<file path="src/rtl/ctm_pkg.sv">
// Package for the compact timer: register map, field positions, modes.
// Assumes an APB slave with 32-bit data, one aligned word per register.
package ctm_pkg;

  // Register byte addresses
  localparam logic [11:0] CTM_ADDR_CTRL0  = 12'h000;
  localparam logic [11:0] CTM_ADDR_CTRL1  = 12'h004;
  localparam logic [11:0] CTM_ADDR_CNT_LO = 12'h008;
  localparam logic [11:0] CTM_ADDR_CNT_HI = 12'h00C;
  localparam logic [11:0] CTM_ADDR_CMPA_L = 12'h010;
  localparam logic [11:0] CTM_ADDR_CMPA_H = 12'h014;
  localparam logic [11:0] CTM_ADDR_PERIOD = 12'h018;
  localparam logic [11:0] CTM_ADDR_STATUS = 12'h01C;
  localparam logic [11:0] CTM_ADDR_TICK   = 12'h020;

  // Control word 0 fields
  localparam int CTM_C0_PAUSE  = 7;
  localparam int CTM_C0_ENABLE = 3;
  // Control word 1 fields
  localparam int CTM_C1_MODE_HI = 7;
  localparam int CTM_C1_MODE_LO = 6;
  localparam int CTM_C1_ACT_HI  = 5;
  localparam int CTM_C1_ACT_LO  = 4;
  localparam int CTM_C1_INIT    = 3;
  localparam int CTM_C1_INVERT  = 2;
  localparam int CTM_C1_SWAP    = 1;
  localparam int CTM_C1_CLRSEL  = 0;
  // Status fields
  localparam int CTM_ST_MATCH_A = 0;
  localparam int CTM_ST_MATCH_P = 1;

  localparam logic [7:0]  CTM_C0_MASK   = 8'hF8;
  localparam logic [7:0]  CTM_BYTE_RST  = 8'h00;
  localparam logic [15:0] CTM_CNT_RST   = 16'h0000;
  localparam logic [15:0] CTM_CNT_MAX   = 16'hFFFF;
  localparam logic [15:0] CTM_CNT_ONE   = 16'h0001;
  localparam logic [7:0]  CTM_LOW_ZERO  = 8'h00;
  localparam logic [7:0]  CTM_TICK_RST  = 8'h00;
  localparam logic [7:0]  CTM_BYTE_ONE  = 8'h01;
  localparam logic [16:0] CTM_FULL_LEN  = 17'h10000;

  typedef enum logic [1:0] {
    CTM_MODE_CMP   = 2'b00,
    CTM_MODE_UNDEF = 2'b01,
    CTM_MODE_PWM   = 2'b10,
    CTM_MODE_TMR   = 2'b11
  } ctm_mode_e;

  // Output action in compare mode
  typedef enum logic [1:0] {
    CTM_ACT_NONE   = 2'b00,
    CTM_ACT_LOW    = 2'b01,
    CTM_ACT_HIGH   = 2'b10,
    CTM_ACT_TOGGLE = 2'b11
  } ctm_act_e;

  // Output action in PWM mode
  typedef enum logic [1:0] {
    CTM_PWM_INACT = 2'b00,
    CTM_PWM_ACT   = 2'b01,
    CTM_PWM_RUN   = 2'b10,
    CTM_PWM_UNDEF = 2'b11
  } ctm_pwm_e;

endpackage : ctm_pkg

</file>
<file path="src/rtl/ctm_tick_gen.sv">
// Timer clock tick generator: one-cycle pulse every (divisor+1) pclk cycles.
// Assumes the divisor is steady while the timer runs.
`timescale 1ns/1ns
module ctm_tick_gen #(
  parameter int W = 8
) (
  input  wire logic         pclk,     // APB clock
  input  wire logic         presetn,  // Async reset, active low
  input  wire logic         run,      // Counting allowed
  input  wire logic [W-1:0] div,      // Tick period minus one
  output logic              tick      // Timer clock tick
);
  logic [W-1:0] cnt_q;

  if (W < 1) begin : g_bad_w
    $error("ctm_tick_gen: W must be at least 1");
  end

  always_ff @(posedge pclk or negedge presetn) begin
    if (!presetn) begin
      cnt_q <= '0;
    end else if (!run || cnt_q >= div) begin
      cnt_q <= '0;
    end else begin
      cnt_q <= cnt_q + W'(1);
    end
  end

  assign tick = run && (cnt_q >= div);
endmodule : ctm_tick_gen

</file>
<file path="src/rtl/ctm_timer.sv">
// Compact 16-bit timer with compare A, period P and one output pin.
// Assumes an APB master on pclk; the pin load is outside this block.
`timescale 1ns/1ns

////////////////////////////////////////////////////////////////////////////////
// What this block does
// - Period byte matches counter bits 15..8; period 256 times value, 65536 if zero.
// - Sixteen-bit compare A in two bytes, compared with all counter bits.
// - Clear-select low: clear on P match, or overflow when period zero.
// - Clear-select low, compare mode: both A and P flags raised.
// - Clear-select high: clear on A match, P flag never raised.
// - Clear-select high, A zero: overflow at FFFF, no A flag.
// - Mode 00 is compare-match output; clears by overflow, A or P.
// - Compare mode changes the pin only on an A match.
// - A match drives high, low, toggles or leaves the pin per action.
// - Enable rising edge loads pin with the initial-level bit.
// - Mode 11 counts and flags like compare mode, pin not driven.
// - Mode 10 is edge-aligned PWM and ignores clear-select.
// - PWM: one compare sets period and clears, other sets duty.
// - Swap zero: P match clears, period 256 times P, duty A.
// - Swap one: A match clears, A is period, 256 times P duty.
// - Duty at or above period gives 100 percent active output.
// - PWM raises A and P flags on their own matches.
// - PWM: initial-level picks active level, action forces, invert flips.
// - PWM counting runs on while output forced inactive or active.
// - PWM action 00 inactive, 01 active, 10 PWM, 11 undefined.
// - Enable rising clears counter; falling stops, keeps value.
// - PWM initial-level high is active high, low active low.
// - Pause freezes counter; resumes from held value.
module ctm_timer
  import ctm_pkg::*;
#(
  parameter int TICK_W = 8
) (
  input  wire logic        pclk,        // APB clock, 100 MHz
  input  wire logic        presetn,     // Async reset, active low
  input  wire logic        psel,        // APB select
  input  wire logic        penable,     // APB access phase
  input  wire logic        pwrite,      // APB write
  input  wire logic [11:0] paddr,       // APB byte address
  input  wire logic [31:0] pwdata,      // APB write data
  output logic      [31:0] prdata,      // APB read data
  output logic             pready,      // APB ready
  output logic             pslverr,     // APB error
  output logic             timer_output_pin, // Timer output level
  output logic             timer_output_oe   // Pin driven by timer
);
  import ctm_pkg::*;

  if (TICK_W < 1 || TICK_W > 8) begin : g_bad_tick_w
    $error("ctm_timer: TICK_W must be 1..8");
  end

  //////////////////////////////////////////////////////////////////////////////
  // Registers
  logic [7:0]  ctrl0_q;
  logic [7:0]  ctrl1_q;
  logic [7:0]  compare_a_low_byte_q;
  logic [7:0]  compare_a_high_byte_q;
  logic [7:0]  period_compare_byte_q;
  logic [TICK_W-1:0] tick_div_q;
  logic        match_a_flag_q;
  logic        match_p_flag_q;
  logic [15:0] cnt_q;
  logic        en_prev_q;
  logic        pin_q;
  logic [31:0] prdata_q;
  logic        pready_q;
  logic        pslverr_q;
  logic        oe_q;

  logic        module_enable;
  logic        counter_pause;
  ctm_mode_e   mode;
  logic [1:0]  action;
  logic        initial_level;
  logic        output_invert;
  logic        duty_swap;
  logic        clear_select;
  logic [15:0] compare_value_a;
  logic [7:0]  period_value;

  assign module_enable   = ctrl0_q[CTM_C0_ENABLE];
  assign counter_pause   = ctrl0_q[CTM_C0_PAUSE];
  assign mode            = ctm_mode_e'(ctrl1_q[CTM_C1_MODE_HI:CTM_C1_MODE_LO]);
  assign action          = ctrl1_q[CTM_C1_ACT_HI:CTM_C1_ACT_LO];
  assign initial_level   = ctrl1_q[CTM_C1_INIT];
  assign output_invert   = ctrl1_q[CTM_C1_INVERT];
  assign duty_swap       = ctrl1_q[CTM_C1_SWAP];
  assign clear_select    = ctrl1_q[CTM_C1_CLRSEL];
  assign compare_value_a = {compare_a_high_byte_q, compare_a_low_byte_q};
  assign period_value    = period_compare_byte_q;

  //////////////////////////////////////////////////////////////////////////////
  // APB decode
  logic wr_en;
  logic rd_en;
  logic addr_ok;
  logic set_en;
  logic clr_a;
  logic clr_p;

  assign wr_en = psel && penable && pwrite;
  assign rd_en = psel && penable && !pwrite;

  always_comb begin
    unique case (paddr)
      CTM_ADDR_CTRL0, CTM_ADDR_CTRL1, CTM_ADDR_CNT_LO, CTM_ADDR_CNT_HI,
      CTM_ADDR_CMPA_L, CTM_ADDR_CMPA_H, CTM_ADDR_PERIOD, CTM_ADDR_STATUS,
      CTM_ADDR_TICK: addr_ok = 1'b1;
      default:       addr_ok = 1'b0;
    endcase
  end

  // Flags clear by writing one; a same-cycle match wins
  assign clr_a = wr_en && paddr == CTM_ADDR_STATUS && pwdata[CTM_ST_MATCH_A];
  assign clr_p = wr_en && paddr == CTM_ADDR_STATUS && pwdata[CTM_ST_MATCH_P];

  always_ff @(posedge pclk or negedge presetn) begin
    if (!presetn) begin
      ctrl0_q <= CTM_BYTE_RST;
      ctrl1_q <= CTM_BYTE_RST;
      tick_div_q <= '0;
    end else if (wr_en) begin
      if (paddr == CTM_ADDR_CTRL0) begin
        ctrl0_q <= pwdata[7:0] & CTM_C0_MASK;
      end
      if (paddr == CTM_ADDR_CTRL1) begin
        ctrl1_q <= pwdata[7:0];
      end
      if (paddr == CTM_ADDR_TICK) begin
        tick_div_q <= pwdata[TICK_W-1:0];
      end
    end
  end

  always_ff @(posedge pclk or negedge presetn) begin
    if (!presetn) begin
      compare_a_low_byte_q  <= CTM_BYTE_RST;
      compare_a_high_byte_q <= CTM_BYTE_RST;
      period_compare_byte_q <= CTM_BYTE_RST;
    end else if (wr_en) begin
      if (paddr == CTM_ADDR_CMPA_L) begin
        compare_a_low_byte_q <= pwdata[7:0];
      end
      if (paddr == CTM_ADDR_CMPA_H) begin
        compare_a_high_byte_q <= pwdata[7:0];
      end
      if (paddr == CTM_ADDR_PERIOD) begin
        period_compare_byte_q <= pwdata[7:0];
      end
    end
  end

  // No-wait answer: pready high in the first cycle of the access phase
  always_ff @(posedge pclk or negedge presetn) begin
    if (!presetn) begin
      prdata_q  <= '0;
      pready_q  <= 1'b0;
      pslverr_q <= 1'b0;
    end else if (psel && !penable) begin
      pready_q  <= 1'b1;
      pslverr_q <= !addr_ok;
      prdata_q  <= '0;
      if (!pwrite) begin
        unique case (paddr)
          CTM_ADDR_CTRL0:  prdata_q[7:0] <= ctrl0_q;
          CTM_ADDR_CTRL1:  prdata_q[7:0] <= ctrl1_q;
          CTM_ADDR_CNT_LO: prdata_q[7:0] <= cnt_q[7:0];
          CTM_ADDR_CNT_HI: prdata_q[7:0] <= cnt_q[15:8];
          CTM_ADDR_CMPA_L: prdata_q[7:0] <= compare_a_low_byte_q;
          CTM_ADDR_CMPA_H: prdata_q[7:0] <= compare_a_high_byte_q;
          CTM_ADDR_PERIOD: prdata_q[7:0] <= period_compare_byte_q;
          CTM_ADDR_STATUS: prdata_q[1:0] <= {match_p_flag_q, match_a_flag_q};
          CTM_ADDR_TICK:   prdata_q[TICK_W-1:0] <= tick_div_q;
          default:         prdata_q <= '0;
        endcase
      end
    end else begin
      pready_q  <= 1'b0;
      pslverr_q <= 1'b0;
    end
  end

  //////////////////////////////////////////////////////////////////////////////
  // Counter and comparators
  logic tick;
  logic run;
  logic rise_en;
  logic hit_a;
  logic hit_p;
  logic at_max;
  logic a_match;
  logic p_match;
  logic clr_on_a;
  logic clr_on_p;
  logic pwm_mode;

  assign run = module_enable && !counter_pause && mode != CTM_MODE_UNDEF;

  ctm_tick_gen #(
    .W (TICK_W)
  ) u_tick (
    .pclk    (pclk),
    .presetn (presetn),
    .run     (run),
    .div     (tick_div_q),
    .tick    (tick)
  );

  assign rise_en  = module_enable && !en_prev_q;
  assign pwm_mode = mode == CTM_MODE_PWM;
  assign at_max   = cnt_q == CTM_CNT_MAX;

  // period byte against upper counter bits, at last count of its block
  assign hit_p = period_value == CTM_LOW_ZERO ? at_max
               : (cnt_q[15:8] == period_value - CTM_BYTE_ONE && cnt_q[7:0] == CTM_CNT_MAX[7:0]);
  // full 16-bit compare, hit as the count reaches the value
  assign hit_a = compare_value_a != CTM_CNT_RST &&
                 (cnt_q + CTM_CNT_ONE) == compare_value_a;
  assign a_match = tick && hit_a;
  assign p_match = tick && hit_p;

  // swap picks the comparator that clears
  // clear-select low clears on P or overflow
  assign clr_on_a = pwm_mode ? duty_swap : clear_select;
  assign clr_on_p = !clr_on_a;

  always_ff @(posedge pclk or negedge presetn) begin
    if (!presetn) begin
      en_prev_q <= 1'b0;
    end else begin
      en_prev_q <= module_enable;
    end
  end

  // enable rising clears; falling keeps value
  always_ff @(posedge pclk or negedge presetn) begin
    if (!presetn) begin
      cnt_q <= CTM_CNT_RST;
    end else if (rise_en) begin
      cnt_q <= CTM_CNT_RST;
    end else if (tick) begin
      if ((clr_on_a && hit_a) || (clr_on_p && hit_p) || at_max) begin
        cnt_q <= CTM_CNT_RST;
      end else begin
        cnt_q <= cnt_q + CTM_CNT_ONE;
      end
    end
  end

  // no P flag when clear-select high outside PWM
  always_ff @(posedge pclk or negedge presetn) begin
    if (!presetn) begin
      match_a_flag_q <= 1'b0;
      match_p_flag_q <= 1'b0;
    end else begin
      match_a_flag_q <= a_match || (match_a_flag_q && !clr_a);
      match_p_flag_q <= (p_match && (pwm_mode || !clear_select)) ||
                        (match_p_flag_q && !clr_p);
    end
  end

  //////////////////////////////////////////////////////////////////////////////
  // Output pin
  logic [16:0] duty_len;
  logic [16:0] per_len;
  logic [16:0] pos;
  logic [16:0] p_len;
  logic        pwm_active;
  logic        pwm_level;

  // duty not below period holds active level
  assign p_len    = period_value == CTM_LOW_ZERO ? CTM_FULL_LEN
                  : {1'b0, period_value, CTM_LOW_ZERO};
  assign per_len  = duty_swap ? {1'b0, compare_value_a} : p_len;
  assign duty_len = duty_swap ? p_len : {1'b0, compare_value_a};
  assign pos      = {1'b0, cnt_q};
  assign pwm_active = (duty_len >= per_len) || (pos < duty_len);

  always_comb begin
    unique case (ctm_pwm_e'(action))
      CTM_PWM_INACT: pwm_level = !initial_level;
      CTM_PWM_ACT:   pwm_level = initial_level;
      CTM_PWM_RUN:   pwm_level = pwm_active ? initial_level : !initial_level;
      CTM_PWM_UNDEF: pwm_level = !initial_level;
    endcase
  end

  always_ff @(posedge pclk or negedge presetn) begin
    if (!presetn) begin
      pin_q <= 1'b0;
    end else if (rise_en) begin
      pin_q <= initial_level;
    end else if (mode == CTM_MODE_PWM) begin
      pin_q <= pwm_level;
    end else if (mode == CTM_MODE_CMP && a_match) begin
      // only A match moves the pin
      unique case (ctm_act_e'(action))
        CTM_ACT_NONE:   pin_q <= pin_q;
        CTM_ACT_LOW:    pin_q <= 1'b0;
        CTM_ACT_HIGH:   pin_q <= 1'b1;
        CTM_ACT_TOGGLE: pin_q <= !pin_q;
      endcase
    end
  end

  // compare mode drives pin; timer mode releases it
  always_ff @(posedge pclk or negedge presetn) begin
    if (!presetn) begin
      oe_q <= 1'b0;
    end else begin
      oe_q <= mode == CTM_MODE_CMP || mode == CTM_MODE_PWM;
    end
  end

  logic pin_out_q;
  always_ff @(posedge pclk or negedge presetn) begin
    if (!presetn) begin
      pin_out_q <= 1'b0;
    end else begin
      pin_out_q <= pin_q ^ output_invert;
    end
  end

  assign timer_output_pin = pin_out_q;
  assign timer_output_oe  = oe_q;
  assign prdata  = prdata_q;
  assign pready  = pready_q;
  assign pslverr = pslverr_q;
endmodule : ctm_timer

</file>
<file path="config.mk">
export PLATFORM = sky130hd
export DESIGN_NAME = ctm_timer
export DESIGN_NICKNAME = d
export VERILOG_FILES = /design/src/rtl/ctm_pkg.sv /design/src/rtl/ctm_tick_gen.sv /design/src/rtl/ctm_timer.sv
export SDC_FILE = /design/constraint.sdc
export NUM_CORES = 1
export LEC_CHECK = 0
export BUFFER_PORTS_ARGS = -buffer_cell sky130_fd_sc_hd__buf_4
export CAP_MARGIN = 20
export CORE_AREA = 2 2 107 109
export DETAILED_ROUTE_END_ITERATION = 12
export DIE_AREA = 0 0 109 111
export GPL_ROUTABILITY_DRIVEN = 0
export GPL_TIMING_DRIVEN = 1
export PLACE_DENSITY = 0.8
export SYNTH_ARGS = -nofsm -noshare
export SYNTH_HDL_FRONTEND = slang
export SYNTH_SLANG_ARGS = --single-unit
</file>
<file path="constraint.sdc">
create_clock -name pclk -period 3.71 [get_ports pclk]
set_input_delay 0.371 -clock pclk [delete_from_list [all_inputs] [get_ports pclk]]
set_output_delay 0.371 -clock pclk [all_outputs]
set_load 0.01 [all_outputs]
</file>
; Yosys cells after proc, flatten, opt, wreduce, memory -nomap -nowiden
; Index checks and enable logic that the tools add are counted.
[word_totals]
regBits = 109
latch_bits = 0
mem_bits_rw = 0
romBits = 0
inputBits = 49
output_inout_bits = 36
elab_cells = 118
n_memories = 0
[classes]
n_addsub = 3
mul = 0
n_div = 0
magnitude_cmp = 3
eq_ne = 18
shift = 0
muxes = 21
bitwise = 1
reduce_logical = 55
[ops]
columns = operator, count
row1 = 17-bit 2-to-1 mux, 3
row2 = 12-bit by 5-bit equality test with 1-bit output (second input constant), 4
row3 = 16-bit 2-to-1 mux, 3
row4 = 6-bit case mux with 8 select lines, 1
row5 = 12-bit by 4-bit equality test with 1-bit output (second input constant), 2
row6 = 1-bit logical AND, 20
row7 = 17-bit >= comparator, 1
row8 = 16-bit by 17-bit < comparator with 1-bit output, 1
row9 = 16-bit by 1-bit adder with 16-bit output (second input constant), 1
row10 = 16-bit equality test, 1
row11 = 16-bit equality test (second input constant), 1
row12 = 8-bit 2-to-1 mux, 2
row13 = 2-bit case mux with 8 select lines, 1
row14 = 16-bit nonzero test, 1
row15 = 2-bit AND reduction, 7
row16 = 12-bit by 3-bit equality test with 1-bit output (second input constant), 1
row17 = 12-bit by 6-bit equality test with 1-bit output (second input constant), 1
row18 = 12-bit logical NOT, 1
row19 = 1-bit logical NOT, 11
row20 = 1-bit 2-to-1 mux, 9
row21 = 9-bit OR reduction, 1
row22 = 8-bit by 1-bit adder with 8-bit output (second input constant), 1
row23 = 8-bit equality test, 1
row24 = 8-bit equality test (second input constant), 1
row25 = other kinds (14), 25

; Longest topological paths before layout
; Gate-level depths: netlist of the first run.
[logic_depth]
depth_word = 10
mapped_depth = 16
depth_no_buf = 15

; Hierarchy
; Synthesis of the first run repeated with hierarchy kept, for this count alone.
[hier_totals]
hier_cells = 701
area_unflattened_um2 = 6271.0
[by_module_without_submodules]
columns = mod, instances, cells_each, area_each_um2, seq_area_each_um2
row1 = ctm_timer, 1, 642, 5693.0, 1926.8
row2 = ctm_tick_gen, 1, 59, 578.1, 200.2

; Worst setup path after synthesis of the first run
; No wires, ideal clock.
[synth_path]
path_type = reg2reg
startpoint = reg cnt_q[7]
endpoint = reg cnt_q[0]
setup_ns = 0.125
t_arrival_ns = 2.812
required_ns = 3.585
setup_slack_ns = 0.773
stages_incl_launch_ff = 11
path_buffers = 2
period_less_slack_ns = 2.937
cell_sequence = dfrtp_1 buf_4 nand4_4 or4_4 a2111oi_2 a311oi_1 or4_4 o211ai_4 buf_6 nor2_2 mux2_2
[synth_between]
elab_chain_cells = 9
elab_cells_between_ends = 14
classes_between = add/sub (1) / eq/ne (3) / mux (4) / reduce/logical (6)
[synth_rtl]
columns = item, line_no
row1 = start: declaration, ctm_timer.sv:64  ; logic [15:0] cnt_q;
row2 = start signal: assignment, ctm_timer.sv:247  ; cnt_q <= cnt_q + CTM_CNT_ONE;
row3 = 16-bit by 1-bit adder with 16-bit output / 8-bit equality test (equally long branches), "ctm_timer.sv:220, ctm_timer.sv:217"
row4 = 16-bit equality test / 1-bit logical AND (equally long branches), "ctm_timer.sv:220, ctm_timer.sv:217"
row5 = 1-bit logical AND / 1-bit 2-to-1 mux (equally long branches), "ctm_timer.sv:219, ctm_timer.sv:216"
row6 = 1-bit logical AND, ctm_timer.sv:244  ; if ((clr_on_a && hit_a) || (clr_on_p && hit_p) || at_max) begin
row7 = 1-bit logical OR, ctm_timer.sv:244
row8 = 1-bit logical OR *, ctm_timer.sv:244
row9 = 16-bit 2-to-1 mux *, ctm_timer.sv:244
row10 = 16-bit 2-to-1 mux *, ctm_timer.sv:243  ; end else if (tick) begin
row11 = 16-bit 2-to-1 mux *, ctm_timer.sv:241  ; end else if (rise_en) begin
; Mark *: on every way between the ends. The rest lies on a longest branch, timed or not. The select of a mux whose other input is x is not followed.
; A chain may end at the register's enable or synchronous reset.

; Worst setup path in the final report of the first run
[layout_path]
startpoint = reg cnt_q[0]
endpoint = reg cnt_q[13]
[layout_between]
elab_chain_cells = 9
elab_cells_between_ends = 14
classes_between = add/sub (1) / eq/ne (3) / mux (4) / reduce/logical (6)
[layout_rtl]
columns = item, line_no
row1 = 16-bit by 1-bit adder with 16-bit output / 8-bit equality test (equally long branches), "ctm_timer.sv:220, ctm_timer.sv:247, ctm_timer.sv:217"
row2 = 16-bit equality test / 1-bit logical AND (equally long branches), "ctm_timer.sv:220, ctm_timer.sv:217"
row3 = 1-bit logical AND / 1-bit 2-to-1 mux (equally long branches), "ctm_timer.sv:219, ctm_timer.sv:216"
row4 = 1-bit logical AND, ctm_timer.sv:244
row5 = 1-bit logical OR (2 in a row), ctm_timer.sv:244
row6 = 16-bit 2-to-1 mux *, ctm_timer.sv:244
row7 = 16-bit 2-to-1 mux *, ctm_timer.sv:243
row8 = 16-bit 2-to-1 mux *, ctm_timer.sv:241
; Marked as above.

==> out/qor.csv, run 1 <==
stage,metric,value,unit
detailed_routing,wl_per_cell,20.6,um
placed_design,dp_hpwl,12700,um
clock_network,cts_resized,0,
power_and_ir_drop,peakVddDrop,0.242,mV
synthesis,syn_inst,662,
clock_network,clock_path_buffers,2,
clock_network,clkTransAtPathRegs,0.06,ns
global_routing,antenna_found_initial,0,
detailed_routing,first_iter_violations,660,
placed_design,portBuffers,36,
sta,fin_setup_tns,0,ns
synthesis,yosysSeqAreaShare,0.340,
clock_network,tritoncts.num_buffers,9,
critical_path,crit_buf_inv,0,
detailed_routing,via_per_inst,6.63,
synthesis,synth_ff_type,dfrtp_1,
floorplanning,design.core.area,0.0111,mm2
sta,fin_crit,3.47,ns
floorplanning,die_y,111,um
sta,fin_crit_sh,0.934,
global_routing,grt_max_degree,58,
layout,mostFrequentLayoutCells,"dfrtp_1, buf_4, mux2_2",
layout,diodes,0,
floorplanning,die_w,109,um
sta,fin_worst_hold_slack,0.0881,ns
power_and_ir_drop,p_leak,0.00316,uW
critical_path,cp_data_required_time,3.95,ns
layout,fin_nets,784,
detailed_routing,final_antenna_net_count,0,
critical_path,crit_path_max_fanout,13,
critical_path,worstPathArrival,3.70,ns
status,status,finished clean,
detailed_routing,drc,0,
clock_network,cts.sinks,85,
floorplanning,boundaryPins,85,
synthesis,synth_cell_types,67,
clock_network,clock_latency,0.35,ns
layout,syn_to_final_growth,10.6,%
global_routing,grt_pass1_vias,5376,
synthesis,ys_seq_elements,85,
critical_path,cpLargestDelayFamily,simple AND/OR/NAND/NOR gates,
detailed_routing,routed_wl,17400,um
sta,skew,0.00551,ns
clock_network,cts_root_buf,clkbuf_16,
synthesis,synth_edf_count,0,
global_routing,gr-total-overflow,0,
sta,setup_violations,0,
global_routing,grtUsageTotal,0.297,
critical_path,critical_path_class,register to register,
clock_network,cts_setup_buffers,0,
critical_path,worst_path_max_delay_cell,or4_1,
worst_hold_path,hold_class,input port to async pin,
sta,relSlewSlack,0.438,
floorplanning,row_count,39,
synthesis,synth-async-reset-ratio,1.00,
synthesis,syn_area,0.00626,mm2
sta,final.setup.worst_slack,0.245,ns
flow_run,maxCapViolCount,0,
sta,rsz0062_at_grt,false,
synthesis,avgSynthCellArea,9.46,um2
placed_design,pre_cts_ws,0.309,ns
sta,tightest_slew,0.835,ns
sta,maxSlewViolCount,0,
layout,layout_commonest_cell,dfrtp_1,
clock_network,cts-htree-levels,3,
floorplanning,die_area,0.0121,mm2
global_routing,grt_pass1_wl,27800,um
sta,fmax,289,MHz
critical_path,end_kind,register,
critical_path,cpPeakStageDelay,0.60,ns
floorplanning,start_util,0.565,
detailed_routing,first_pass_iters,5,
layout,finalInstanceArea,0.00692,mm2
clock_network,cts_tree,done,
critical_path,start_kind,register,
sta,hold_viol,0,
critical_path,worst_path_most_repeated_cell,nand4_1,
power_and_ir_drop,power_density,267,mW/mm2
layout,drive_gt1_frac,0.196,
critical_path,crit_path_cell_trace,ha_1 -> nand4_1 -> or3_1 -> or4_1 -> a211oi_1 -> nand4_1 -> o211ai_2 -> nor4_1 -> o21a_1,
synthesis,yosysWarnings,0,
placed_design,placed_area,0.00665,mm2
clock_network,cts-hold-fix-buffers,0,
detailed_routing,vias,5616,
## sequential cells by signal (all words and copies together), names as in the netlist, 5 cells and up
signal and flops:
compare_a_low_byte_q 8, cnt_q 16, ctrl1_q 8, period_compare_byte_q 8
compare_a_high_byte_q 8, ctrl0_q 5, tick_div_q 8, prdata 8
u_tick.cnt_q 8
## logic make-up after synthesis
family                     share of synthesized area
and+or+nand+nor                                0.187
AOI/OAI and AO/OA                              0.176
buffers and inverters                         0.0713
DFF                                            0.340
muxes                                          0.104
xor gates and xnor gates                      0.0532
adders and majority gates                     0.0679
other                                       0.000599
## path summary, 6_finish.rpt
check / startpoint / endpoint / slack (ns) / cells past startpoint
hold reg to reg: ctrl0_q[3] / en_prev_q / 0.47 / 0
min in group pclk: pwdata[2] / tick_div_q[2] / 0.32 / 2
setup / recovery: cnt_q[0] / cnt_q[13] / 0.24 / 9
hold / removal: presetn / cnt_q[5] / 0.09 / 1
max in group asynchronous: presetn / prdata[0] / 2.74 / 2
setup reg to reg: cnt_q[0] / cnt_q[13] / 0.24 / 9
## Yosys cell counts, drive strengths merged, types with 5 or more instances
| cell type | count | area share |
|---|---|---|
| dfrtp | 85 | 0.34 |
| mux2 | 47 | 0.085 |
| buf | 36 | 0.040 |
| ha | 34 | 0.068 |
| nand2 | 34 | 0.020 |
| nor2 | 30 | 0.018 |
| inv | 29 | 0.017 |
| a22oi | 28 | 0.034 |
| nand2b | 24 | 0.024 |
| clkbuf | 22 | 0.014 |
| nor3 | 22 | 0.018 |
| xnor2 | 22 | 0.031 |
| a21oi | 20 | 0.016 |
| nor4 | 16 | 0.016 |
| xor2 | 16 | 0.022 |
| o21ai | 15 | 0.012 |
| nand3 | 13 | 0.011 |
| nand4 | 13 | 0.015 |
| a22o | 12 | 0.017 |
| and3 | 12 | 0.012 |
| mux2i | 12 | 0.019 |
| o311ai | 10 | 0.014 |
| o21a | 9 | 0.011 |
| or4 | 9 | 0.012 |
| a21o | 8 | 0.0096 |
| nor3b | 8 | 0.0096 |
| nor2b | 7 | 0.0070 |
| a2111oi | 6 | 0.0094 |
| a211oi | 6 | 0.0072 |
| or2 | 6 | 0.0060 |
| or3 | 5 | 0.0050 |
## per-stage QoR
| step | std cells | utilization | power (uW) |
|---|---|---|---|
| after floorplan | 685 | - | 996 |
| after global placement | 832 | 0.601 | 1030 |
| after detailed placement | 832 | 0.601 | 1040 |
| after CTS | 846 | 0.624 | 1850 |
| after global routing | 847 | 0.625 | 1900 |
| final | 847 | 0.625 | 1850 |
## cell type report
class                   instances  area (um2)
fillers                       860        4150
multi-input cells             514        3790
flip-flops and latches         85        2130
repair buffers                 62         465
clock buffers                  11         233
well taps                     143         179
inverters                      29         109
clock inverters                 3        23.8
## layer usage
layer	vias up	share of wire	wire length, um	track usage
li1	2494	-	-	-
met1	2701	0.39	6860	0.389
met2	347	0.47	8230	0.459
met3	74	0.093	1620	0.0647
met4	0	0.042	727	0.150
met5	-	0	0	0
## power breakdown
group | switching (uW) | internal [uW] | leakage, uW | total (uW)
clock network | 377 | 449 | 0.000118 | 826
registers | 2.49 | 930 | 0.00118 | 932
logic | 59.8 | 27.8 | 0.00187 | 87.5
No activity file was read; power rests on OpenSTA's default activity.
==> run 2, diff against run 1 <==
--- a/config.mk
+++ b/config.mk
@@ -7,12 +7,14 @@
 export LEC_CHECK = 0
 export BUFFER_PORTS_ARGS = -buffer_cell sky130_fd_sc_hd__buf_4
 export CAP_MARGIN = 20
-export CORE_AREA = 2 2 107 109
+export CORE_AREA = 2 2 112 114
+export CTS_BUF_LIST = sky130_fd_sc_hd__clkbuf_16
 export DETAILED_ROUTE_END_ITERATION = 12
-export DIE_AREA = 0 0 109 111
+export DIE_AREA = 0 0 114 116
 export GPL_ROUTABILITY_DRIVEN = 0
 export GPL_TIMING_DRIVEN = 1
-export PLACE_DENSITY = 0.8
+export PLACE_DENSITY = 0.76
 export SYNTH_ARGS = -nofsm -noshare
 export SYNTH_HDL_FRONTEND = slang
+export SYNTH_HIERARCHICAL = 1
 export SYNTH_SLANG_ARGS = --single-unit
==> constraint.sdc (replaced) <==
create_clock -name pclk -period 3 [get_ports pclk]
set_input_delay 0.3 -clock pclk [delete_from_list [all_inputs] [get_ports pclk]]
set_output_delay 0.3 -clock pclk [all_outputs]
set_load 0.01 [all_outputs]
==> out/qor.csv, run 2 <==
stage,metric,value,unit,change
status,status,"finished, violations left",,
status,violations,"negative hold slack, negative setup slack",,
detailed_routing,drc,0,,unchanged
layout,regMostFlops,cnt_q,,
synthesis,synth.area.top_cells,"dfrtp_1, ha_1, mux2_2, nand2_1, mux2i_1",,
power_and_ir_drop,p_leak,0.00334,uW,+5.5%
floorplanning,boundaryPins,85,,unchanged
synthesis,synth_common_cells,"dfrtp_1, nand2_1, o21ai_0, mux2_2, inv_1",,
detailed_routing,wl_per_cell,19.1,um,-7.2%
layout,syn_to_final_growth,17.0,%,
sta,final.setup.worst_slack,-0.370,ns,-0.615 ns
layout,post-route-util,0.616,,-0.00902
clock_network,clock_latency,0.35,ns,about the same
floorplanning,row_count,40,,+2.6%
sta,rsz0062_at_grt,true,,
clock_network,tritoncts.num_buffers,9,,unchanged
detailed_routing,via_per_inst,6.10,,-8.0%
detailed_routing,routed_wl,17500,um,+0.14%
synthesis,synth_edf_count,0,,unchanged
global_routing,grt_pass1_wl,28000,um,+0.69%
placed_design,portBuffers,36,,unchanged
critical_path,end_kind,register,,
placed_design,dp_hpwl,13100,um,+3.5%
global_routing,gr-total-overflow,0,,unchanged
layout,layout_commonest_cell,buf_4,,
sta,fmax,297,MHz,+2.8%
sta,fin_crit,3.37,ns,-0.0955 ns
synthesis,syn_area,0.00627,mm2,+0.16%
layout,largest_reg_flops,16,,unchanged
global_routing,grtUsageTotal,0.273,,-0.0243
synthesis,synth_ff_type,dfrtp_1,,
power_and_ir_drop,power_density,315,mW/mm2,+18%
floorplanning,design.core.area,0.0119,mm2,+7.5%
clock_network,clock_path_buffers,2,,unchanged
critical_path,worstPathArrival,3.61,ns,-0.09 ns
synthesis,yosysMostFrequentCell,dfrtp_1,,
layout,mostFrequentLayoutCells,"buf_4, dfrtp_1, nand2_1",,
critical_path,reg2reg_setup_slack,-0.37,ns,-0.61 ns
layout,diodes,0,,unchanged
power_and_ir_drop,peakVddDrop,0.248,mV,+2.5%
sta,setup_violations,1,,+1
critical_path,crit_path_max_fanout,6,,-7
detailed_routing,first_iter_violations,613,,-7.1%
critical_path,critical_path_class,register to register,,
synthesis,syn_inst,701,,+5.9%
floorplanning,die_area,0.0132,mm2,+9.3%
synthesis,synth_cell_types,68,,+1.5%
synthesis,yosysWarnings,6,,+6
synthesis,synth.top_cell.area_share,0.339,,-0.000542
clock_network,clkTransAtPathRegs,0.07,ns,about the same
flow_run,maxCapViolCount,0,,unchanged
synthesis,synth-async-reset-ratio,1.00,,unchanged
detailed_routing,vias,5574,,-0.75%
synthesis,yosysTopAreaCell,dfrtp_1,,
synthesis,ys_seq_elements,85,,unchanged
layout,register_area,0.00213,mm2,+0.24%
synthesis,yosysSeqAreaShare,0.339,,-0.000542
floorplanning,die_y,116,um,+4.5%
floorplanning,die_w,114,um,+4.6%
sta,fin_worst_hold_slack,-0.0224,ns,-0.111 ns
detailed_routing,final_antenna_net_count,0,,unchanged
worst_hold_path,hold_class,input port to async pin,,
layout,fillers,972,,+13%
global_routing,antenna_found_initial,0,,unchanged
floorplanning,start_util,0.526,,-0.0388
power_and_ir_drop,power,2310,uW,+25%
layout,drive_gt1_frac,0.243,,+0.0465
placed_design,pre_cts_ws,-0.292,ns,-0.601 ns
clock_network,cts_root_buf,clkbuf_16,,
layout,multi_input_area,0.00387,mm2,+2.2%
sta,fin_crit_sh,1.12,,+0.189
critical_path,start_kind,register,,
clock_network,cts-hold-fix-buffers,0,,unchanged
clock_network,cts_tree,done,,
synthesis,avgSynthCellArea,8.95,um2,-5.4%
sta,maxSlewViolCount,0,,unchanged
critical_path,cp_data_required_time,3.24,ns,-0.71 ns
detailed_routing,first_pass_iters,5,,unchanged
clock_network,cts-htree-levels,3,,unchanged
layout,fin_nets,845,,+7.8%
sta,skew,0.00954,ns,+0.00403 ns
sta,hold_viol,24,,+24
sta,tightest_slew,0.700,ns,-0.136 ns
global_routing,grt_max_degree,51,,-12%
global_routing,grt_pass1_vias,5437,,+1.1%
clock_network,cts.sinks,85,,unchanged
sta,relSlewSlack,0.532,,+0.0938
==> run 2: changes by cell type in the layout (fill, tap and decap cells not counted), sizes merged, moves of 14 or more <==
| cell | previous run | this run |
|---|---|---|
| o21ai | 15 | 47 |
| buf | 62 | 96 |
| nand2 | 34 | 69 |
| nand3 | 13 | 27 |
| a22oi | 28 | 9 |
==> run 2: metrics by stage <==
stage / setup TNS [ns] / cell area (um2) / hold slack (ns) / cells
after floorplan: -0.133 / 6450 / 0.00441 / 724
after global placement: -0.172 / 6940 / 0.366 / 894
after detailed placement: -0.292 / 6940 / 0.385 / 894
after CTS: -0.209 / 7250 / 0.00444 / 911
after global routing: -0.436 / 7340 / 0.0364 / 914
final: -0.370 / 7340 / -0.0224 / 914
==> run 2: layout make-up <==
class                      count  share of cell area
clock buffer                   9              0.0307
timing repair buffer          96               0.102
clock inverter                 7             0.00597
multi-input combinational    534               0.527
sequential                    85               0.291
inverter                      36              0.0188
tap                          147              0.0251
==> run 2: timing repair <==
action                     4_1_cts  5_1_grt
buffers inserted                 1        3
gates resized for setup          6       17
pin swaps                        5       10
setup endpoints to repair        2       17
==> run 2: per-layer routing <==
layer	vias up	global-route usage	wire, um
met5	-	0	0
met4	0	0.126	595
met3	47	0.0533	1470
met2	274	0.437	8120
met1	2672	0.358	7270
li1	2581	-	-
==> run 2: logic make-up after synthesis <==
logic type | Yosys count | synth area share
AO/OA/AOI/OAI | 150 | 0.163
XOR/XNOR | 39 | 0.0545
adder cells (fa/ha/maj) | 35 | 0.0694
buffers and inverters | 105 | 0.0828
flip-flops | 85 | 0.339
multiplexers | 59 | 0.102
other | 1 | 0.000598
AND/OR/NAND/NOR | 227 | 0.189
==> run 2: path summary, 6_finish.rpt <==
check / startpoint / to / depth (start not counted)
max in group asynchronous: presetn / cnt_q[4] / 2
hold / removal: presetn / u_tick/cnt_q[2] / 1
setup / recovery: period_compare_byte_q[0] / pin_q / 16
min in group pclk: pwdata[7] / ctrl0_q[7] / 3
hold reg to reg: ctrl0_q[3] / en_prev_q / 0
setup reg to reg: period_compare_byte_q[0] / pin_q / 16
==> run 2: worst max-delay path, stage by stage, from the launching register on <==
cell and delay [ns]:
dfrtp_1 0.42, inv_4 0.08, ha_4 0.13, nor3b_4 0.19
nand2_2 0.07, or3_4 0.43, a31oi_4 0.21, inv_1 0.08
ha_2 0.20, nor2b_4 0.13, o21ai_2 0.11, o21ai_1 0.11
o311ai_1 0.34, o211ai_1 0.22, mux2i_1 0.19, o21ai_1 0.08
mux2_4 0.27
==> run 2: power by group <==
| group | internal, uW | switching, uW |
|---|---|---|
| Clock | 558 | 480 |
| Combinational | 40.5 | 82.3 |
| Sequential | 1150 | 2.42 |
==> run 3, diff against run 2 <==
--- a/config.mk
+++ b/config.mk
@@ -5,12 +5,13 @@
 export SDC_FILE = /design/constraint.sdc
 export NUM_CORES = 1
 export LEC_CHECK = 0
+export ABC_AREA = 1
 export BUFFER_PORTS_ARGS = -buffer_cell sky130_fd_sc_hd__buf_4
 export CAP_MARGIN = 20
-export CORE_AREA = 2 2 112 114
+export CORE_AREA = 2 2 114 116
 export CTS_BUF_LIST = sky130_fd_sc_hd__clkbuf_16
 export DETAILED_ROUTE_END_ITERATION = 12
-export DIE_AREA = 0 0 114 116
+export DIE_AREA = 0 0 116 118
 export GPL_ROUTABILITY_DRIVEN = 0
 export GPL_TIMING_DRIVEN = 1
 export PLACE_DENSITY = 0.76
==> out/qor.csv, run 3 <==
stage,metric,value,unit,change
worst_hold_path,hold_class,input port to register,,
clock_network,clock_latency,0.35,ns,about the same
detailed_routing,vias,6464,,+16%
placed_design,dp_hpwl,14200,um,+7.8%
layout,finalInstanceArea,0.00727,mm2,-0.92%
global_routing,grt_pass1_wl,29400,um,+5.1%
sta,setup_violations,0,,-1
power_and_ir_drop,power_density,334,mW/mm2,+6.1%
synthesis,yosysWarnings,6,,unchanged
floorplanning,die_w,116,um,+1.8%
layout,diodes,0,,unchanged
global_routing,grtUsageTotal,0.277,,+0.00420
sta,hold_viol,0,,-100%
floorplanning,row_count,41,,+2.5%
synthesis,syn_inst,949,,+35%
layout,layout_commonest_cell,nand2_1,,
synthesis,synth_edf_count,0,,unchanged
synthesis,ys_seq_elements,85,,unchanged
synthesis,yosysMostFrequentCell,nand2_1,,
power_and_ir_drop,peakVddDrop,0.468,mV,+89%
critical_path,worst_path_most_repeated_cell,nand2_1,,
detailed_routing,final_antenna_net_count,0,,unchanged
synthesis,syn_area,0.00648,mm2,+3.4%
floorplanning,die_area,0.0137,mm2,+3.5%
critical_path,r2r-end,pin_q,,
detailed_routing,routed_wl,18400,um,+5.3%
global_routing,grt_max_degree,86,,+69%
layout,largest_reg_flops,16,,unchanged
clock_network,cts-htree-levels,3,,unchanged
placed_design,placed_area,0.00686,mm2,-1.2%
synthesis,yosysSeqAreaShare,0.328,,-0.0111
clock_network,cts_root_buf,clkbuf_16,,
layout,syn_to_final_growth,12.1,%,
clock_network,cts_tree,done,,
layout,mostFrequentLayoutCells,"nand2_1, inv_1, nor2_1",,
detailed_routing,first_iter_violations,737,,+20%
critical_path,crit_path_cell_trace,inv_2 -> ha_4 -> nand3_2 -> nor2_2 -> inv_1 -> nand2_1 -> nand2_1 -> o21ai_0 -> ha_1 -> inv_1 -> nor3_1 -> a21oi_1 -> nand2_1 -> nand2_1 -> nand2_1 -> a21oi_2 -> nand2_1 -> nand2_1 -> nand3_1 -> nand2_1 -> nand2_1 -> nand2_1 -> nand2_1 -> o21ai_1,,
power_and_ir_drop,p_leak,0.00349,uW,+4.8%
detailed_routing,first_pass_iters,8,,+3
clock_network,tritoncts.num_buffers,9,,unchanged
layout,post-route-util,0.586,,-0.0304
synthesis,synth_ff_type,dfrtp_1,,
sta,relSlewSlack,0.522,,-0.0101
critical_path,reg2reg_setup_slack,0.23,ns,+0.60 ns
sta,fin_worst_hold_slack,0.128,ns,+0.151 ns
critical_path,worst_path_max_delay_cell,dfrtp_1,,
worst_hold_path,hold_depth,2,,
floorplanning,die_y,118,um,+1.7%
flow_run,maxCapViolCount,0,,unchanged
worst_hold_path,holdPathEnd,pready,,
worst_hold_path,hold_start,penable,,
synthesis,synth_cell_types,45,,-34%
clock_network,clkTransAtPathRegs,0.06,ns,about the same
sta,fin_crit_sh,0.925,,-0.199
synthesis,synth_common_cells,"nand2_1, inv_1, nor2_1, dfrtp_1, o21ai_0",,
floorplanning,boundaryPins,85,,unchanged
global_routing,antenna_found_initial,0,,unchanged
critical_path,r2r_cells,24,,+8
critical_path,critical_path_class,register to register,,
sta,tightest_slew,0.716,ns,+0.0160 ns
placed_design,place_inst,1148,,+28%
layout,drive_gt1_frac,0.103,,-0.139
synthesis,avgSynthCellArea,6.83,um2,-24%
floorplanning,start_util,0.522,,-0.00420
sta,fin_crit,2.77,ns,-0.596 ns
clock_network,clock_path_buffers,2,,unchanged
detailed_routing,wl_per_cell,15.7,um,-18%
sta,fmax,361,MHz,+21%
synthesis,synth.area.top_cells,"dfrtp_1, nand2_1, inv_1, ha_1, nor2_1",,
detailed_routing,via_per_inst,5.52,,-9.5%
detailed_routing,drc,0,,unchanged
critical_path,start_kind,register,,
critical_path,r2r-start,period_compare_byte_q[1],,
placed_design,portBuffers,36,,unchanged
global_routing,grt_pass1_vias,5802,,+6.7%
layout,regMostFlops,cnt_q,,
synthesis,synth-async-reset-ratio,1.00,,unchanged
synthesis,synth.top_cell.area_share,0.328,,-0.0111
sta,maxSlewViolCount,0,,unchanged
critical_path,worstPathArrival,3.05,ns,-0.56 ns
critical_path,crit_path_max_fanout,4,,-2
synthesis,yosysTopAreaCell,dfrtp_1,,
global_routing,gr-total-overflow,0,,unchanged
critical_path,cpPeakStageDelay,0.40,ns,-0.03 ns
sta,skew,0.00785,ns,-0.00168 ns
floorplanning,design.core.area,0.0124,mm2,+4.2%
clock_network,cts.sinks,85,,unchanged
layout,fin_nets,1077,,+27%
critical_path,end_kind,register,,
status,status,finished clean,,
layout,final_cells,1171,,+28%
critical_path,cp_data_required_time,3.28,ns,+0.04 ns
-- run 3: cell types whose count changed in the layout (fill, tap and decap cells not counted), moves of 13 or more --
| cell | delta |
|---|---|
| nand3_1 | +43 |
| nor2_1 | +74 |
| nor2b_1 | -13 |
| mux2_2 | -36 |
| o22ai_1 | +14 |
| nand2_1 | +220 |
| o21ai_0 | +37 |
| xnor2_1 | -13 |
| inv_1 | +80 |
| nand2b_1 | -16 |
| mux2i_1 | -22 |
| buf_4 | -43 |
-- run 3: logic make-up (layout without fill, tap and decap cells) --
| group | after synthesis | after routing | synth area share |
|---|---|---|---|
| buffers and inverters | 163 | 190 | 0.112 |
| XOR/XNOR | 26 | 26 | 0.0394 |
| other | 1 | 24 | 0.000578 |
| flip-flops | 85 | 85 | 0.328 |
| AND/OR/NAND/NOR | 513 | 513 | 0.342 |
| AO/OA/AOI/OAI | 127 | 127 | 0.113 |
| adder cells (fa/ha/maj) | 34 | 34 | 0.0656 |
-- run 3: how the worst max path moves through the flow --
stage                                         from  endpoint  depth (start not counted)
after global routing      period_compare_byte_q[1]     pin_q                         24
after floorplan           period_compare_byte_q[0]     pin_q                         23
after global placement    period_compare_byte_q[1]     pin_q                         22
final                     period_compare_byte_q[1]     pin_q                         24
after detailed placement  period_compare_byte_q[1]     pin_q                         23
after CTS                 period_compare_byte_q[1]     pin_q                         23
-- run 3: power breakdown --
group          switching (uW)  total (uW)  internal, uW
Combinational            83.6         121          37.5
Clock                     501        1160           658
Sequential               1.73        1150          1150
Total                     586        2430          1840
-- run 3: layout make-up --
type                            instances  area, um2
Clock buffer                            9        225
Clock inverter                          7       80.1
Fill cell                            1187       5140
Inverter                              121        454
Multi-Input combinational cell        724       3750
Sequential cell                        85       2130
Tap cell                              172        215
Timing Repair Buffer                   53        420
-- run 3: metrics by stage --
stage	setup TNS [ns]	setup WS [ns]	power [uW]
4_1_cts	0	0.0515	2440
6_report	0	0.226	2430
5_1_grt	-0.0136	-0.0136	2510
3_5_place_dp	0	0.0694	1290
2_1_floorplan	0	0.360	1240
3_3_place_gp	0	0.155	1290
-- run 3: routing by layer --
metal	share of wire	wire (um)	up-vias	GRT usage
li1	-	-	3112	-
met3	0.095	1760	45	0.0613
met1	0.42	7800	3005	0.382
met2	0.45	8280	302	0.429
met4	0.030	546	0	0.0908
met5	0	0	-	0
-- run 3: worst max-delay path, delay by kind of cell (launching register included) --
| family | cells | cell delay (ns) |
|---|---|---|
| AND/OR/NAND/NOR | 15 | 1.05 |
| AO/OA/AOI/OAI | 4 | 0.53 |
| buffers and inverters | 3 | 0.27 |
| adder cells (fa/ha/maj) | 2 | 0.44 |
| flip-flops | 1 | 0.40 |
-- run 3: what timing repair did --
item / in CTS / in global routing
resized for setup: 0 / 9
buffers inserted: 0 / 5
endpoints found under the setup margin: 0 / 1
hold buffers: 0 / 1
endpoints found under the hold margin: 0 / 15
